$ cat src/rtl/edge_capture_pkg.sv
`default_nettype none
package edge_capture_pkg;

  // ****************************************************************
  // Register map
  // ****************************************************************
  localparam logic [15:0] MODE_CTRL_ADDR = 16'hffbc;
  localparam logic [15:0] FALL_CAP_ADDR  = 16'hffbd;
  localparam logic [15:0] RISE_CAP_ADDR  = 16'hffbe;

  // ****************************************************************
  // Reset values and counter maximum
  // ****************************************************************
  localparam logic [7:0] MODE_CTRL_RESET = 8'h00;
  localparam logic [7:0] CAPTURE_RESET   = 8'h00;
  localparam logic [7:0] COUNT_RESET     = 8'h00;
  localparam logic [7:0] COUNT_MAX       = 8'hff;
  localparam logic [7:0] READ_IDLE       = 8'h00;

  // ****************************************************************
  // Prescaler and filter constants
  // ****************************************************************
  localparam logic [5:0] DIV64_MATCH    = 6'h3f;
  localparam logic [4:0] DIV32_MATCH    = 5'h1f;
  localparam int         FILTER_STAGES  = 5;
  localparam logic [4:0] FILTER_ALL_ONE = 5'h1f;
  localparam logic [4:0] FILTER_ALL_ZER = 5'h00;

  typedef enum logic [1:0] {
    CLK_DIV64 = 2'b00,
    CLK_DIV32 = 2'b01,
    CLK_DIV2  = 2'b10,
    CLK_SUB2  = 2'b11
  } clk_sel_t;

  typedef enum logic [1:0] {
    CLEAR_NONE = 2'b00,
    CLEAR_FALL = 2'b01,
    CLEAR_RISE = 2'b10,
    CLEAR_BOTH = 2'b11
  } clear_sel_t;

  typedef struct packed {
    logic       ovf_high;
    logic       ovf_low;
    logic       overflow_irq_enable;
    logic       irq_edge_select;
    clear_sel_t cclr;
    clk_sel_t   cks;
  } mode_ctrl_t;

  typedef struct packed {
    logic [15:0] addr;
    logic [7:0]  wdata;
    logic        wr;
    logic        rd;
  } reg_req_t;

endpackage
`default_nettype wire

$ cat src/rtl/edge_capture_timer_8bit.sv
`timescale 1ns/10ps
`default_nettype none

// Behaviour
// RULE1 - Eight-bit up-counter steps once per pulse of one of four divided clocks.
// RULE2 - Mode input high gives capture timer; low gives interval timer without capture.
// RULE3 - Falling edge of capture signal copies counter into falling-edge capture register.
// RULE4 - Rising edge of capture signal copies counter into rising-edge capture register.
// RULE5 - Edge select one: falling capture sets request flag; enable gates CPU interrupt.
// RULE6 - Edge select zero: rising capture sets request flag; enable gates CPU interrupt.
// RULE7 - Wrap from ff to 00 with overflow enable sets the request flag.
// RULE8 - In capture mode counter clears on rising, falling, both or no edges.
// RULE9 - Each overflow is recorded as happening with capture input high or low.
// RULE10 - Counter cannot be read or written over the register port.
// RULE11 - Both capture registers are eight bits, read-only; writes do nothing.
// RULE12 - Reset zeroes counter and both capture registers.
// RULE13 - Toggling the mode input may itself produce a capture edge.
// RULE14 - Without filter the source holds each level at least two clock periods.
// RULE15 - With subclock/2 selected the counter keeps running in low-power sub modes.
// RULE16 - Clock select 00 /64, 01 /32, 10 /2, 11 subclock/2; reset picks /64.
// RULE17 - Clear field 00 none, 01 falling, 10 rising, 11 both edges.
// RULE18 - Noise filter: five samples on selected clock; output changes when all agree.
// RULE19 - Overflow high flag when input high, low flag otherwise; software clears only.
// RULE20 - Capture pin synchronised before edge detection; one combined interrupt request out.
module edge_capture_timer_8bit (
  input  wire logic                       mclk,                // System clock, 200 MHz.
  input  wire logic                       resetn,              // Asynchronous reset.
  input  wire edge_capture_pkg::reg_req_t bus_req,             // Register port request.
  output logic [7:0]                      rdata,               // Read data, cycle after read.
  input  wire logic                       capture_pin,         // Asynchronous capture input.
  input  wire logic                       sub_clk,             // Asynchronous subclock.
  input  wire logic                       capture_mode,        // Capture mode bit.
  input  wire logic                       noise_filter_enable, // Filter enable bit.
  input  wire logic                       low_power_sub,       // Subactive or subsleep.
  input  wire logic                       timer_irq_enable,    // Interrupt enable bit.
  input  wire logic                       irq_flag_clear,      // Clears request flag.
  output logic                            timer_irq_flag,      // Request flag.
  output logic                            timer_irq            // Request to controller.
);

  edge_capture_pkg::mode_ctrl_t mode_ctrl;
  logic [7:0]                   count;
  logic [7:0]                   falling_edge_capture;
  logic [7:0]                   rising_edge_capture;
  logic [5:0]                   div_cnt;
  logic [1:0]                   pin_sync;
  logic [2:0]                   sub_sync;
  logic                         sub_half;
  logic [4:0]                   filter_taps;
  logic                         filt_level;
  logic                         cap_prev;
  logic                         cap_level;
  logic                         rise_edge;
  logic                         fall_edge;
  logic                         sub_tick;
  logic                         count_tick;
  logic                         count_clear;
  logic                         overflow;
  logic                         wr_mode;

  // ****************************************************************
  // Helpers
  // ****************************************************************
  function automatic logic clear_hit(input edge_capture_pkg::clear_sel_t sel,
                                     input logic rise, input logic fall);
    clear_hit = ((sel == edge_capture_pkg::CLEAR_RISE) && rise) ||
                ((sel == edge_capture_pkg::CLEAR_FALL) && fall) ||
                ((sel == edge_capture_pkg::CLEAR_BOTH) && (rise || fall));
  endfunction

  function automatic logic addr_is(input logic [15:0] a, input logic [15:0] target);
    addr_is = (a == target);
  endfunction

  // ****************************************************************
  // Input synchronisers
  // ****************************************************************
  // Only the second stage is read, so a level that is held two periods is never missed.
  always_ff @(posedge mclk or negedge resetn) begin
    if (!resetn) begin
      pin_sync <= 2'b00;
    end else begin
      pin_sync <= {pin_sync[0], capture_pin}; // RULE20 RULE14
    end
  end

  always_ff @(posedge mclk or negedge resetn) begin
    if (!resetn) begin
      sub_sync <= 3'b000;
    end else begin
      sub_sync <= {sub_sync[1:0], sub_clk};
    end
  end

  // ****************************************************************
  // Prescaler
  // ****************************************************************
  always_ff @(posedge mclk or negedge resetn) begin
    if (!resetn) begin
      div_cnt <= 6'h00;
    end else begin
      div_cnt <= div_cnt + 6'h01;
    end
  end

  // The subclock is divided by two by counting every second rising edge.
  always_ff @(posedge mclk or negedge resetn) begin
    if (!resetn) begin
      sub_half <= 1'b0;
    end else if (sub_sync[1] && !sub_sync[2]) begin
      sub_half <= !sub_half;
    end
  end

  assign sub_tick = sub_sync[1] && !sub_sync[2] && sub_half;

  // In the low-power sub modes the system clock divider keeps running but its ticks are masked.
  always_comb begin
    unique case (mode_ctrl.cks) // RULE16
      edge_capture_pkg::CLK_DIV64: begin
        count_tick = !low_power_sub && (div_cnt == edge_capture_pkg::DIV64_MATCH);
      end
      edge_capture_pkg::CLK_DIV32: begin
        count_tick = !low_power_sub && (div_cnt[4:0] == edge_capture_pkg::DIV32_MATCH);
      end
      edge_capture_pkg::CLK_DIV2: begin
        count_tick = !low_power_sub && div_cnt[0];
      end
      edge_capture_pkg::CLK_SUB2: begin
        count_tick = sub_tick; // RULE15
      end
    endcase
  end

  // ****************************************************************
  // Noise filter and edge detection
  // ****************************************************************
  always_ff @(posedge mclk or negedge resetn) begin
    if (!resetn) begin
      filter_taps <= edge_capture_pkg::FILTER_ALL_ZER;
    end else if (!noise_filter_enable || count_tick) begin
      filter_taps <= {filter_taps[edge_capture_pkg::FILTER_STAGES-2:0], pin_sync[1]}; // RULE18
    end
  end

  always_ff @(posedge mclk or negedge resetn) begin
    if (!resetn) begin
      filt_level <= 1'b0;
    end else if (!noise_filter_enable) begin
      filt_level <= pin_sync[1];
    end else if (filter_taps == edge_capture_pkg::FILTER_ALL_ONE) begin
      filt_level <= 1'b1; // RULE18
    end else if (filter_taps == edge_capture_pkg::FILTER_ALL_ZER) begin
      filt_level <= 1'b0;
    end
  end

  // Gating by the mode bit means a mode change can itself look like an edge.
  assign cap_level = capture_mode && filt_level; // RULE2 RULE13

  always_ff @(posedge mclk or negedge resetn) begin
    if (!resetn) begin
      cap_prev <= 1'b0;
    end else begin
      cap_prev <= cap_level;
    end
  end

  assign rise_edge = cap_level && !cap_prev;
  assign fall_edge = !cap_level && cap_prev;

  // ****************************************************************
  // Counter and captures
  // ****************************************************************
  assign count_clear = capture_mode && clear_hit(mode_ctrl.cclr, rise_edge, fall_edge); // RULE8 RULE17
  assign overflow    = count_tick && !count_clear && (count == edge_capture_pkg::COUNT_MAX);

  // Clearing wins over a step in the same cycle.
  always_ff @(posedge mclk or negedge resetn) begin
    if (!resetn) begin
      count <= edge_capture_pkg::COUNT_RESET; // RULE12
    end else if (count_clear) begin
      count <= edge_capture_pkg::COUNT_RESET; // RULE8
    end else if (count_tick) begin
      count <= count + 8'h01; // RULE1
    end
  end

  always_ff @(posedge mclk or negedge resetn) begin
    if (!resetn) begin
      falling_edge_capture <= edge_capture_pkg::CAPTURE_RESET; // RULE12
    end else if (fall_edge) begin
      falling_edge_capture <= count; // RULE3 RULE11
    end
  end

  always_ff @(posedge mclk or negedge resetn) begin
    if (!resetn) begin
      rising_edge_capture <= edge_capture_pkg::CAPTURE_RESET; // RULE12
    end else if (rise_edge) begin
      rising_edge_capture <= count; // RULE4 RULE11
    end
  end

  // ****************************************************************
  // Mode control register
  // ****************************************************************
  assign wr_mode = bus_req.wr && addr_is(bus_req.addr, edge_capture_pkg::MODE_CTRL_ADDR);

  // Overflow flags: a write of one is ignored, a write of zero clears, and a set wins.
  always_ff @(posedge mclk or negedge resetn) begin
    if (!resetn) begin
      mode_ctrl <= edge_capture_pkg::MODE_CTRL_RESET;
    end else begin
      if (wr_mode) begin
        mode_ctrl.overflow_irq_enable  <= bus_req.wdata[5];
        mode_ctrl.irq_edge_select <= bus_req.wdata[4];
        mode_ctrl.cclr  <= edge_capture_pkg::clear_sel_t'(bus_req.wdata[3:2]);
        mode_ctrl.cks   <= edge_capture_pkg::clk_sel_t'(bus_req.wdata[1:0]);
      end
      if (overflow && cap_level) begin
        mode_ctrl.ovf_high <= 1'b1; // RULE9 RULE19
      end else if (wr_mode && !bus_req.wdata[7]) begin
        mode_ctrl.ovf_high <= 1'b0; // RULE19
      end
      if (overflow && !cap_level) begin
        mode_ctrl.ovf_low <= 1'b1; // RULE9 RULE19
      end else if (wr_mode && !bus_req.wdata[6]) begin
        mode_ctrl.ovf_low <= 1'b0; // RULE19
      end
    end
  end

  // The counter has no address; unmapped reads return zero.
  always_ff @(posedge mclk or negedge resetn) begin
    if (!resetn) begin
      rdata <= edge_capture_pkg::READ_IDLE;
    end else if (!bus_req.rd) begin
      rdata <= edge_capture_pkg::READ_IDLE;
    end else if (addr_is(bus_req.addr, edge_capture_pkg::MODE_CTRL_ADDR)) begin
      rdata <= mode_ctrl;
    end else if (addr_is(bus_req.addr, edge_capture_pkg::FALL_CAP_ADDR)) begin
      rdata <= falling_edge_capture;
    end else if (addr_is(bus_req.addr, edge_capture_pkg::RISE_CAP_ADDR)) begin
      rdata <= rising_edge_capture;
    end else begin
      rdata <= edge_capture_pkg::READ_IDLE; // RULE10
    end
  end

  // ****************************************************************
  // Interrupt request
  // ****************************************************************
  always_ff @(posedge mclk or negedge resetn) begin
    if (!resetn) begin
      timer_irq_flag <= 1'b0;
    end else if ((fall_edge && mode_ctrl.irq_edge_select) ||        // RULE5
                 (rise_edge && !mode_ctrl.irq_edge_select) ||       // RULE6
                 (overflow && mode_ctrl.overflow_irq_enable)) begin      // RULE7
      timer_irq_flag <= 1'b1;
    end else if (irq_flag_clear) begin
      timer_irq_flag <= 1'b0;
    end
  end

  always_ff @(posedge mclk or negedge resetn) begin
    if (!resetn) begin
      timer_irq <= 1'b0;
    end else begin
      timer_irq <= timer_irq_flag && timer_irq_enable; // RULE20
    end
  end

  // ****************************************************************
  // Checks
  // ****************************************************************
  count_step_a: assert property (@(posedge mclk) disable iff (!resetn) // RULE1
    (count_tick && !count_clear) |=> (count == $past(count) + 8'h01))
    else $error("Counter did not step on its clock pulse.");

  fall_capture_a: assert property (@(posedge mclk) disable iff (!resetn) // RULE3
    fall_edge |=> (falling_edge_capture == $past(count)))
    else $error("Falling capture missed the counter value.");

  rise_capture_a: assert property (@(posedge mclk) disable iff (!resetn) // RULE4
    rise_edge |=> (rising_edge_capture == $past(count)))
    else $error("Rising capture missed the counter value.");

  irq_fall_a: assert property (@(posedge mclk) disable iff (!resetn) // RULE5
    (fall_edge && mode_ctrl.irq_edge_select) |=> timer_irq_flag ##1 (timer_irq == $past(timer_irq_enable)))
    else $error("Falling capture did not raise the request.");

  irq_rise_a: assert property (@(posedge mclk) disable iff (!resetn) // RULE6
    (rise_edge && !mode_ctrl.irq_edge_select) |=> timer_irq_flag)
    else $error("Rising capture did not raise the request.");

  irq_overflow_a: assert property (@(posedge mclk) disable iff (!resetn) // RULE7
    (overflow && mode_ctrl.overflow_irq_enable) |=> (timer_irq_flag && count == 8'h00))
    else $error("Overflow did not raise the request.");

  edge_clear_a: assert property (@(posedge mclk) disable iff (!resetn) // RULE8
    (capture_mode && rise_edge && mode_ctrl.cclr == edge_capture_pkg::CLEAR_RISE)
    |=> (count == 8'h00))
    else $error("Rising edge did not clear the counter.");

  fall_clear_a: assert property (@(posedge mclk) disable iff (!resetn) // RULE17
    (capture_mode && fall_edge && mode_ctrl.cclr == edge_capture_pkg::CLEAR_FALL)
    |=> (count == 8'h00))
    else $error("Falling edge did not clear the counter.");

  ovf_side_a: assert property (@(posedge mclk) disable iff (!resetn) // RULE9
    overflow |=> (cap_prev ? mode_ctrl.ovf_high : mode_ctrl.ovf_low))
    else $error("Overflow recorded on the wrong side.");

  interval_quiet_a: assert property (@(posedge mclk) disable iff (!resetn) // RULE2
    (!capture_mode && $past(!capture_mode)) |-> !(rise_edge || fall_edge || count_clear))
    else $error("Interval mode produced a capture.");

  capture_ro_a: assert property (@(posedge mclk) disable iff (!resetn) // RULE11
    (bus_req.wr && !fall_edge) |=> $stable(falling_edge_capture))
    else $error("Write changed a capture register.");

  sub_only_a: assert property (@(posedge mclk) disable iff (!resetn) // RULE15
    (low_power_sub && mode_ctrl.cks != edge_capture_pkg::CLK_SUB2) |-> !count_tick)
    else $error("System clock source ran in a sub mode.");

  filter_hold_a: assert property (@(posedge mclk) disable iff (!resetn) // RULE18
    (noise_filter_enable && filter_taps != edge_capture_pkg::FILTER_ALL_ONE &&
     filter_taps != edge_capture_pkg::FILTER_ALL_ZER) |=> $stable(filt_level))
    else $error("Filter output moved without agreement.");

  capture_seen_c: cover property (@(posedge mclk) disable iff (!resetn)
    rise_edge ##[1:600] fall_edge);

  overflow_seen_c: cover property (@(posedge mclk) disable iff (!resetn)
    overflow && mode_ctrl.overflow_irq_enable);

  irq_seen_c: cover property (@(posedge mclk) disable iff (!resetn)
    timer_irq);

  sub_count_c: cover property (@(posedge mclk) disable iff (!resetn)
    low_power_sub && count_tick);

endmodule
`default_nettype wire

$ cat config.mk
export PLATFORM = sky130hd
export DESIGN_NAME = edge_capture_timer_8bit
export DESIGN_NICKNAME = d
export VERILOG_FILES = /design/src/rtl/edge_capture_pkg.sv /design/src/rtl/edge_capture_timer_8bit.sv
export SDC_FILE = /design/constraint.sdc
export NUM_CORES = 1
export LEC_CHECK = 0
export BUFFER_PORTS_ARGS = -buffer_cell sky130_fd_sc_hd__buf_2
export CELL_PAD_IN_SITES_DETAIL_PLACEMENT = 1
export CELL_PAD_IN_SITES_GLOBAL_PLACEMENT = 1
export CORE_AREA = 2 2 109 111
export CTS_CLUSTER_DIAMETER = 100
export DETAILED_ROUTE_END_ITERATION = 10
export DIE_AREA = 0 0 111 113
export HOLD_SLACK_MARGIN = 0.08
export PLACE_DENSITY_LB_ADDON = 0.1
export SYNTH_ARGS = -nofsm -noshare
export SYNTH_HDL_FRONTEND = slang
export SYNTH_SLANG_ARGS = --single-unit
$ cat constraint.sdc
create_clock -name mclk -period 3.3 [get_ports mclk]
set_input_delay 0.495 -clock mclk [delete_from_list [all_inputs] [get_ports mclk]]
set_output_delay 0.495 -clock mclk [all_outputs]
set_load 0.02 [all_outputs]
# Word-level counts from Yosys, hierarchy flattened

Cells that the tools add are included.

Register bits after elaboration: 61
Logic and storage cells: 96
Input port bits: 35

Multiplexer cells: 16
Equal/unequal tests: 14
Reduce and logical (&&, ||, !) cells: 45
$add $sub $neg: 2

Operators with widths:

| kind                                                                   | number |
|---|---|
| 16-bit equality test (second input constant)                           | 3 |
| 8-bit two-way mux                                                      | 6 |
| 1-bit logical AND                                                      | 23 |
| 5-bit equality test (second input constant)                            | 2 |
| 1-bit zero test                                                        | 10 |
| 1-bit two-way mux                                                      | 9 |
| 8-bit by 1-bit adder with 8-bit output (second input constant)         | 1 |
| 2-bit equality test (second input constant)                            | 4 |
| 8-bit equality test (second input constant)                            | 1 |
| 2-bit nonzero test                                                     | 4 |
| 6-bit by 1-bit adder with 6-bit output (second input constant)         | 1 |
| 6-bit equality test (second input constant)                            | 1 |
| 1-bit logical OR                                                       | 6 |
| 5-bit zero test                                                        | 1 |
| 2-bit by 1-bit equality test with 1-bit output (second input constant) | 2 |
| 1-bit case mux with 4 select lines                                     | 1 |
| 3-bit by 1-bit != test with 1-bit output (second input constant)       | 1 |
| 2-bit zero test                                                        | 1 |

# Longest topological paths before layout

Gate-level depths: netlist of the first run.

Word-level depth: 13
Mapped depth: 9
Mapped depth without buffers: 7

# Least setup slack after synthesis of the first run

OpenSTA, ideal clock, no wires.

Path kind: reg-to-reg
Start: reg div_cnt[0]
End: reg filter_taps[0]
Setup time: 125 ps
Path buffers: 1
Period minus slack after synthesis: 2,123 ps
Stages on the path, launching flop included: 9
Data arrival time: 1,999 ps
Slack: 1,177 ps
Path through: dfrtp_1 > ha_1 > and3_1 > ha_1 > a22oi_1 > or4_1 > clkbuf_1 > nand3_1 > mux2_2

Word-level cells in the longest chain between the ends: 4
Elaborated cells between the ends (all ways): 7
Those cells by class: 2 x eq/ne; 1 x mux; 4 x reduce/logical

RTL lines:

| element                                                    | RTL line                                                       | text |
|---|---|---|
| from (decl)                                                | edge_capture_timer_8bit.sv:45                                  | `logic [5:0] div_cnt;` |
| from (signal assigned)                                     | edge_capture_timer_8bit.sv:102                                 | `div_cnt <= div_cnt + 6'h01;` |
| 6-bit equality test or 5-bit equality test (tied branches) | edge_capture_timer_8bit.sv:121, edge_capture_timer_8bit.sv:124 |  |
| 1-bit logical AND, on equally long branches                | edge_capture_timer_8bit.sv:121, edge_capture_timer_8bit.sv:124 |  |
| 1-bit case mux with 4 select lines *                       | edge_capture_timer_8bit.sv:119                                 | `unique case (mode_ctrl.cks)` |
| 1-bit logical OR *                                         | edge_capture_timer_8bit.sv:141                                 | `end else if (!noise_filter_enable \|\| count_tick) begin` |
| to (signal assigned)                                       | edge_capture_timer_8bit.sv:140                                 | `filter_taps <= edge_capture_pkg::FILTER_ALL_ZER;` |
| to (signal assigned)                                       | edge_capture_timer_8bit.sv:142                                 | `filter_taps <= {filter_taps[edge_capture_pkg::FILTER_STAGES-2:0], pin_sync[1]};` |
| to (decl)                                                  | edge_capture_timer_8bit.sv:49                                  | `logic [4:0] filter_taps;` |

Every way passes the cells marked *; elsewhere a longest branch is shown, timed or not.
A chain may end at the register's enable or synchronous reset.

# Worst setup path in the final report of the first run

Same ends and word-level chain as after synthesis.

==> summary.txt, run 1 <==
======================================================================================================
Run status                                                                                finished clean
Top cell family by delay on the critical path                                             simple AND/OR/NAND/NOR gates
Required time of the worst setup path                                                          3.51 ns
Maximum vdd drop                                                                              0.237 mV
Count of distinct cell types in the synthesized netlist                                             41
Number of hold violations in the final report                                                        0
Post-cts hold buffer count                                                                           0
EDFF count, synth                                                                                    0
Core Rows                                                                                           39
Layout cells sized above 1                                                                       32.0%
Core area                                                                                   11300 um^2
Number of synthesized register bits                                                                 61
Worst setup skew after layout                                                               0.00703 ns
Setup-violating endpoint count in the final report                                                   0
Insertion delay to the later sink of the worst-skew pair                                       0.33 ns
DR vias                                                                                           1987
Measured slew at the worst slew-check pin                                                     0.642 ns
Sequential Area                                                                              1530 um^2
# IOs                                                                                               45
Global Route Usage Sum                                                                           13.0%
Area taken by multi-input logic gates                                                        1190 um^2
PwrDens                                                                                    533 nW/um^2
Final critical-path setup slack                                                               0.993 ns
Setup crit start kind                                                                             flop
Static leakage                                                                                 1.50 nW
Die height                                                                                      113 um
Master of the slowest instance on the critical path                                              or4_1
Max frequency                                                                                  433 MHz
Number of buffers inserted during clock tree synthesis                                               9
Number of global-route vias before repair                                                         2223
TNS Setup                                                                                         0 ns
Seq/Total Area, Yosys                                                                            54.6%
Max Slew Vio Count                                                                                   0
Die area                                                                                    12500 um^2
Initial antenna violation count                                                                      0
Largest stage delay, worst path                                                                0.57 ns
Remaining routing DRC violations                                                                     0
Average vias per placed instance                                                                  4.65
Clk Tree Root Cell                                                                           clkbuf_16
Worst setup slack after placement                                                             0.832 ns
TritonCTS clock tree                                                                               yes
Leftover overflow at the end of global routing                                                       0
Setup repair after global routing missed its margin                                                 no
Post-route total power                                                                         1.85 mW
Kind of critical path                                                                          reg2reg
Area overhead of the layout relative to synthesis                                                24.0%
Number of gates resized after CTS                                                                    0
Critical-path cell list                                                                   ha_1 -> and3_1 -> ha_1 -> a22oi_1 -> or4_1 -> nand3_1 -> mux2_2
Final cycle utilization of the critical path                                                     69.9%
Most used cell, CP                                                                                ha_1
Largest fanout on the critical path                                                                  8
Total of max-cap violations                                                                          0
Primary flip-flop cell chosen by synthesis mapping                                             dfrtp_1
Clk sinks                                                                                           61
Type of the worst min-delay path                                                              in2async
Buffers and inverters on the worst path                                                              0
Design Area, Final                                                                           3470 um^2
Maximum buffer depth of the clock tree                                                               2
Time the worst path needs with I/O delays and setup                                            2.31 ns
Final cell utilization of the core                                                               30.7%
Endpoint kind of the worst setup timing path                                                      flop
Number of H-tree levels                                                                              3
Final wirelength                                                                               7.19 mm
Mean Syn Cell Area                                                                           12.2 um^2
Number of diodes                                                                                     0
Maximum number of pins on one net before global-route repair                                        25
Cell area after placement                                                                    3170 um^2
Worst path arrival time                                                                        2.52 ns
Number of warnings issued by yosys                                                                   0
Number of iterations in the first detailed-routing pass                                              4
Number of cells produced by synthesis                                                              230
Detailed-route wire length per cell                                                            16.8 um
Setup repair bufs after CTS                                                                          0
Buffers added on ports                                                                              44
Post-route ant nets                                                                                  0
First-iteration detailed-routing DRC count                                                         102
Async set-or-reset flop fraction in the synthesized netlist                                       100%
Clock transition at the register clock pins on the worst setup and hold paths after CTS        0.05 ns
Post-Syn Nets                                                                                      273
Initial core utilization                                                                         24.8%
Number of filler cells placed in the layout                                                       1226
First-pass GRT wire length                                                                     12.5 mm
Post-synthesis cell area                                                                     2800 um^2
Horizontal die dimension                                                                        111 um
Routability cong.                                                                                0.727
DPL Wire Length                                                                                5.21 mm
Nets                                                                                               322
Max-slew headroom at the worst pin                                                               56.8%
======================================================================================================
## cells in the mapped netlist (5+ instances only)
library cell	instances	share of area, %
o21ai_0	9	1.6
mux2_2	22	8.9
a2111oi_0	8	2.5
dfrtp_1	61	55
mux2i_1	6	2.1
clkbuf_1	6	0.81
mux2_4	6	3.2
nand2_1	5	0.67
nor2_1	11	1.5
nor2b_1	9	2.0
ha_1	8	3.6
nand2b_1	9	2.0
a21oi_1	7	1.3
o21bai_1	6	1.6
inv_1	8	1.1
nand3_1	8	1.4
## cells by family (layout without fill, tap and decap cells)
kind of cell    count (synthesis)  after routing  synth area share [%]
simple gates                   64             64                  13.2
flops                          61             61                  54.6
compound gates                 42             42                  10.5
mux                            34             34                  14.2
buf+inv                        17             71                  2.64
fa+ha+maj                       8              8                  3.58
xor+xnor                        4              4                  1.25
## final timing paths
kind / end / depth (start not counted) / slack, ns / start
max: filter_taps[0] / 7 / 0.99 / div_cnt[0]
min: mode_ctrl[2] / 1 / 0.15 / resetn
max reg2reg: filter_taps[0] / 7 / 0.99 / div_cnt[0]
min reg2reg: pin_sync[1] / 0 / 0.35 / pin_sync[0]
max in group asynchronous: div_cnt[3] / 2 / 2.41 / resetn
min in group mclk: sub_sync[0] / 1 / 0.27 / sub_clk
## power breakdown
group          switching (mW)  total [mW]  leakage, nW  internal, mW
sequential             0.0207       0.798        0.715         0.778
combinational          0.0605       0.115        0.634        0.0549
clock                   0.336       0.935        0.149         0.599
## layer usage
| layer | wire length [um] | vias to the layer above | track usage (%) |
|---|---|---|---|
| met5 | 0 | - | 0 |
| met4 | 149 | 0 | 6.00 |
| met3 | 319 | 13 | 4.23 |
| met2 | 3320 | 43 | 19.8 |
| met1 | 3400 | 996 | 16.9 |
| li1 | - | 935 | - |
## cell usage in the layout (no fill, tap or decap), drive strengths merged, types with 3 or more instances in the layout
master,instances
ha,8
a21oi,7
or4,4
mux2,28
buf,47
clkbuf,11
nor2,11
dfrtp,61
clkinv,4
nand2b,9
o21ai,9
nand2,5
nand3,8
o31ai,3
inv,8
mux2i,6
nor2b,9
o21bai,6
nand4,4
a2111oi,8
## area by class of cell
class	count	area share (%)
Timing Repair Buffer	47	7.00
Inverter	8	0.866
Sequential cell	61	44.0
Multi-Input combinational cell	152	34.5
Clock buffer	11	7.00
Clock inverter	5	1.44
Tap cell	143	5.16
## per-stage QoR
| step | std cells | hold WS (ns) |
|---|---|---|
| after floorplan | 230 | 0.199 |
| after global placement | 411 | 0.332 |
| after detailed placement | 411 | 0.336 |
| after CTS | 427 | 0.166 |
| after global routing | 427 | 0.190 |
| final | 427 | 0.152 |
## sequential cells by signal, indices dropped and copies added (netlist names)
name / count
cap_prev: 1
count: 8
div_cnt: 6
falling_edge_capture: 8
filt_level: 1
filter_taps: 5
mode_ctrl: 8
pin_sync: 2
rdata: 8
rising_edge_capture: 8
sub_half: 1
sub_sync: 3
timer_irq: 1
timer_irq_flag: 1
Power figures use the tool's default switching activity.
==> inputs of run 2 (changes only) <==
- clock period: 3.3 -> 2.42 ns (I/O delays scaled with it)
==> run 2 against run 1 <==
Compared with the run above: utilization increased by 1.0 points; sequential share of layout area shrank 1.4 points; sequential cell count unchanged; die area unchanged; non-clock buffer count increased by 6; global-route usage down 0.56 points; via count up 1.2%; setup slack worse by 0.78 ns; register-to-register slack worse by 0.78 ns; count of clock-buffer cells in the layout increased by 1; total power increased by 45%; largest cell class unchanged; largest power group unchanged.
==> summary.txt, run 2 (synthesis gave the netlist of run 1 again) <==
======================================================================================================
Horizontal die dimension                                                                        111 um
Global Route Usage Sum                                                                           12.5%
DR vias                                                                                           2010
Number of filler cells placed in the layout                                                       1261
Run status                                                                                finished clean
Measured slew at the worst slew-check pin                                                     0.533 ns
Remaining routing DRC violations                                                                     0
Reg-to-reg slack, setup                                                                        0.22 ns
Type of the worst min-delay path                                                                in2reg
Master of the slowest instance on the critical path                                              or4_1
Setup-violating endpoint count in the final report                                                   0
Number of hold violations in the final report                                                        0
Worst hold endpoint                                                                        sub_sync[0]
Area overhead of the layout relative to synthesis                                                28.1%
Net switching power of the design                                                             0.566 mW
Kind of critical path                                                                          reg2reg
TNS Setup                                                                                         0 ns
Maximum vdd drop                                                                              0.365 mV
Core Rows                                                                                           39
Maximum number of pins on one net before global-route repair                                        41
Leftover overflow at the end of global routing                                                       0
Startpoint of the most critical hold path                                                      sub_clk
Number of H-tree levels                                                                              3
Maximum buffer depth of the clock tree                                                               2
Worst path arrival time                                                                        2.42 ns
Number of diodes                                                                                     0
Reg2reg path depth                                                                                   7
Post-route ant nets                                                                                  0
Max frequency                                                                                  454 MHz
First-pass GRT wire length                                                                     11.7 mm
Internal power summed over all cells                                                           2.12 mW
Routability cong.                                                                                0.701
Worst r2r dst                                                                             filter_taps[2]
Setup repair after global routing missed its margin                                                 no
Largest fanout on the critical path                                                                  5
Top cell family by delay on the critical path                                             simple AND/OR/NAND/NOR gates
PwrDens                                                                                    750 nW/um^2
Buffers added on ports                                                                              44
Power share of the combinational group                                                            6.2%
Final cycle utilization of the critical path                                                     91.1%
Buffers and inverters on the worst path                                                              0
# IOs                                                                                               45
Setup crit start kind                                                                             flop
Initial core utilization                                                                         24.8%
Proportion of power drawn by the clock network                                                   53.3%
Die height                                                                                      113 um
Critical-path cell list                                                                   ha_1 -> and3_1 -> ha_1 -> a22oi_1 -> or4_1 -> nand3_1 -> mux2_2
Required time of the worst setup path                                                          2.63 ns
Clk sinks                                                                                           61
Max-slew headroom at the worst pin                                                               63.6%
Layout cells sized above 1                                                                       33.9%
Clk Tree Root Cell                                                                           clkbuf_16
Hold Path Cell Cnt                                                                                   1
Most used cell, CP                                                                                ha_1
Nets                                                                                               328
Setup repair bufs after CTS                                                                          0
Final wirelength                                                                               7.01 mm
Leading cell types in the layout, fill and taps excluded                                  dfrtp_1 (61), buf_2 (44), mux2_2 (22)
Number of global-route vias before repair                                                         2151
Detailed-route wire length per cell                                                            16.2 um
First-iteration detailed-routing DRC count                                                         116
Switching part of the total power                                                                21.1%
Number of buffers inserted during clock tree synthesis                                               9
Number of iterations in the first detailed-routing pass                                              4
Insertion delay to the later sink of the worst-skew pair                                       0.33 ns
Register share of total power                                                                    40.5%
Largest stage delay, worst path                                                                0.44 ns
Worst setup slack after placement                                                             0.162 ns
Clock transition at the register clock pins on the worst setup and hold paths after CTS        0.05 ns
Average vias per placed instance                                                                  4.65
Worst setup skew after layout                                                               0.00572 ns
DPL Wire Length                                                                                5.13 mm
Time the worst path needs with I/O delays and setup                                            2.20 ns
Max Slew Vio Count                                                                                   0
Reg-to-reg critical path startpoint                                                         div_cnt[0]
Endpoint kind of the worst setup timing path                                                      flop
Die area                                                                                    12500 um^2
Leading cell type in the layout, fill and taps excluded                                        dfrtp_1
Total of max-cap violations                                                                          0
Core area                                                                                   11300 um^2
Final critical-path setup slack                                                               0.216 ns
Initial antenna violation count                                                                      0
TritonCTS clock tree                                                                               yes
Static leakage                                                                                 1.55 nW
======================================================================================================
## run 2: cell types whose count changed in the layout (fill, tap and decap cells not counted), sizes merged
cell | before | now
buf | 47 | 52
clkinv | 4 | 0
bufinv | 1 | 2
clkbuf | 11 | 12
dlygate4sd3 | 0 | 1
clkinvlp | 0 | 1
## run 2: how the worst max path moves through the flow
stage	from	endpoint	slack [ns]	cells after the start
2_1_floorplan	div_cnt[0]	filter_taps[0]	0.30	8
3_3_place_gp	mode_ctrl[0]	mode_ctrl[6]	0.15	6
3_5_place_dp	mode_ctrl[0]	mode_ctrl[6]	0.16	6
4_1_cts	mode_ctrl[0]	mode_ctrl[6]	0.12	6
5_1_grt	div_cnt[0]	filter_taps[1]	0.05	7
6_report	div_cnt[0]	filter_taps[2]	0.22	7
## run 2: final cells by class
class	count	area, um^2	share of cell area (%)
well taps	143	179	5.00
inverters	8	30.0	0.839
repair buffers	53	303	8.46
multi-input cells	152	1210	33.8
clock buffers	12	267	7.44
flip-flops and latches	61	1530	42.6
clock inverters	3	67.6	1.89
## run 2: metal layers
layer | share of wire, % | vias up | track usage [%]
li1 | - | 951 | -
met1 | 47 | 1007 | 15.3
met2 | 46 | 43 | 19.4
met3 | 5.1 | 9 | 5.09
met4 | 1.8 | 0 | 5.50
met5 | 0 | - | 0
## run 2: power by group through the flow
stage	combinational (mW)	clock (mW)	sequential, mW
final	0.165	1.43	1.09
after global routing	0.185	1.53	1.09
after CTS	0.170	1.48	1.09
after detailed placement	0.169	0	1.11
after global placement	0.166	0	1.11
after floorplan	0.0773	0	1.10
## run 2: repair_timing
action	4_1_cts	5_1_grt
resized for setup	0	3
hold buffers	1	0
hold endpoints to repair	21	0
endpoints found under the setup margin	0	2
## run 2: stage by stage
stage	cells	hold slack (ns)	total power, mW	utilization [%]	cell area (um^2)
floorplan	230	0.0674	1.18	-	2800
global placement	416	0.334	1.27	28.6	3220
detailed placement	416	0.338	1.27	28.6	3220
CTS	432	0.116	2.74	31.6	3570
global route	432	0.119	2.81	31.8	3580
finish	432	0.133	2.69	31.8	3580
==> inputs of run 3 (changes only) <==
- RECOVER_POWER: default -> 50
- clock period: 2.42 -> 2.6 ns (I/O delays scaled with it)
==> run 3 against run 2 <==
Compared with the run above: the run now ends with max-capacitance violations, max-slew violations left; final cell count shrank 0.46%; maximum frequency decreased by 3.9%; critical path depth stayed put; global-route usage grew 0.27 points; cell area fell by 2.0%; via count fell by 0.15%; sequential power down 7%; largest power group unchanged.
==> summary.txt, run 3 (synthesis gave the netlist of run 1 again) <==
======================================================================================================
# IOs                                                                                               45
DR vias                                                                                           2007
Worst setup skew after layout                                                                0.0113 ns
Horizontal die dimension                                                                        111 um
Post-route total power                                                                         2.44 mW
Layout cells sized above 1                                                                       32.1%
Internal power summed over all cells                                                           1.91 mW
Clk Tree Root Cell                                                                           clkbuf_16
Post-route ant nets                                                                                  0
Register share of total power                                                                    41.6%
Clk sinks                                                                                           61
Setup repair after global routing missed its margin                                                 no
Average vias per placed instance                                                                  4.67
Max-slew headroom at the worst pin                                                              -26.6%
Remaining routing DRC violations                                                                     0
Number of H-tree levels                                                                              3
Buffers added on ports                                                                              44
Max frequency                                                                                  436 MHz
Run status                                                                                finished with violations
DPL Wire Length                                                                                5.31 mm
Kind of critical path                                                                          reg2reg
Number of global-route vias before repair                                                         2234
Die height                                                                                      113 um
Hold slack final                                                                              0.171 ns
Final critical-path setup slack                                                               0.307 ns
Reg-to-reg slack, setup                                                                        0.31 ns
Post-cts hold buffer count                                                                           0
Number of gates resized after CTS                                                                    0
Clock transition at the register clock pins on the worst setup and hold paths after CTS        0.05 ns
Insertion delay to the later sink of the worst-skew pair                                       0.33 ns
Maximum vdd drop                                                                              0.259 mV
Leading cell type in the layout, fill and taps excluded                                        dfrtp_1
Max Slew Vio Count                                                                                  63
Setup crit start kind                                                                             flop
Worst r2r dst                                                                             mode_ctrl[6]
Detailed-route wire length per cell                                                            16.9 um
Nets                                                                                               326
Measured slew at the worst slew-check pin                                                      1.90 ns
Type of the worst min-delay path                                                                in2reg
Static leakage                                                                                 1.52 nW
Leading cell types in the layout, fill and taps excluded                                  dfrtp_1 (61), buf_2 (43), mux2_2 (22)
Worst setup slack after placement                                                             0.323 ns
Power share of the combinational group                                                            6.1%
Number of hold violations in the final report                                                        0
Required time of the worst setup path                                                          2.80 ns
Initial antenna violation count                                                                      0
Reg-to-reg critical path startpoint                                                         div_cnt[0]
First-iteration detailed-routing DRC count                                                          43
Number of buffers inserted during clock tree synthesis                                               9
Time the worst path needs with I/O delays and setup                                            2.29 ns
Switching part of the total power                                                                21.6%
Global Route Usage Sum                                                                           12.7%
TNS Setup                                                                                         0 ns
Maximum buffer depth of the clock tree                                                               2
Setup crit start                                                                            div_cnt[0]
Total of max-cap violations                                                                          2
Setup repair bufs after CTS                                                                          0
End point of the critical path                                                            mode_ctrl[6]
Reg2reg path depth                                                                                   7
Die area                                                                                    12500 um^2
Final cycle utilization of the critical path                                                     88.2%
Worst path arrival time                                                                        2.49 ns
Setup-violating endpoint count in the final report                                                   0
Endpoint kind of the worst setup timing path                                                      flop
Leftover overflow at the end of global routing                                                       0
First-pass GRT wire length                                                                     12.2 mm
Number of diodes                                                                                     0
Largest fanout on the critical path                                                                  4
Net switching power of the design                                                             0.526 mW
Core Rows                                                                                           39
Routability cong.                                                                                0.744
Proportion of power drawn by the clock network                                                   52.3%
Initial core utilization                                                                         24.8%
Final wirelength                                                                               7.27 mm
Failing checks                                                                            max-capacitance violations, max-slew violations
Core area                                                                                   11300 um^2
Maximum number of pins on one net before global-route repair                                        34
PwrDens                                                                                    695 nW/um^2
TritonCTS clock tree                                                                               yes
Number of iterations in the first detailed-routing pass                                              4
Area overhead of the layout relative to synthesis                                                25.5%
======================================================================================================
[run 3: cell type report]
| type | instances | area, um^2 |
|---|---|---|
| multi-input combinational | 152 | 1190 |
| clock buffer | 10 | 239 |
| sequential | 61 | 1530 |
| inverter | 8 | 30.0 |
| clock inverter | 5 | 75.1 |
| tap | 143 | 179 |
| timing repair buffer | 51 | 264 |
| fill | 1264 | 7760 |
[run 3: power groups by stage]
stage,Clock (mW),Sequential [mW],Combinational [mW]
after floorplan,0,1.03,0.0720
after global placement,0,1.03,0.153
after detailed placement,0,1.03,0.155
after CTS,1.32,1.01,0.156
after global routing,1.36,1.02,0.171
final,1.27,1.01,0.149
[run 3: worst max-delay path, cell delays in order, from the launching register on]
cell,delay [ns]
dfrtp_1,0.38
ha_1,0.22
and3_1,0.17
ha_1,0.14
a22oi_1,0.07
nor4_1,0.38
o21ai_0,0.34
o41ai_1,0.46
[run 3: how the worst min path moves through the flow]
stage / start / end / slack, ns / cells after the start
after global placement: pin_sync[0] / pin_sync[1] / 0.33 / 0
final: sub_clk / sub_sync[0] / 0.17 / 1
after floorplan: resetn / cap_prev / 0.09 / 0
after detailed placement: pin_sync[0] / pin_sync[1] / 0.34 / 0
after global routing: sub_clk / sub_sync[0] / 0.16 / 1
after CTS: resetn / mode_ctrl[2] / 0.08 / 2
[run 3: metal layers]
layer / GRT usage (%) / routed length [um] / vias to the layer above
li1: - / - / 951
met1: 15.5 / 3330 / 1008
met2: 21.2 / 3520 / 40
met3: 3.70 / 317 / 8
met4: 5.25 / 106 / 0
met5: 0 / 0 / -
[run 3: through the flow]
step	cells	area [um^2]	util, %
5_1_grt	430	3510	31.1
4_1_cts	430	3520	31.2
3_3_place_gp	415	3200	28.4
3_5_place_dp	415	3200	28.4
6_report	430	3510	31.1
2_1_floorplan	230	2800	-
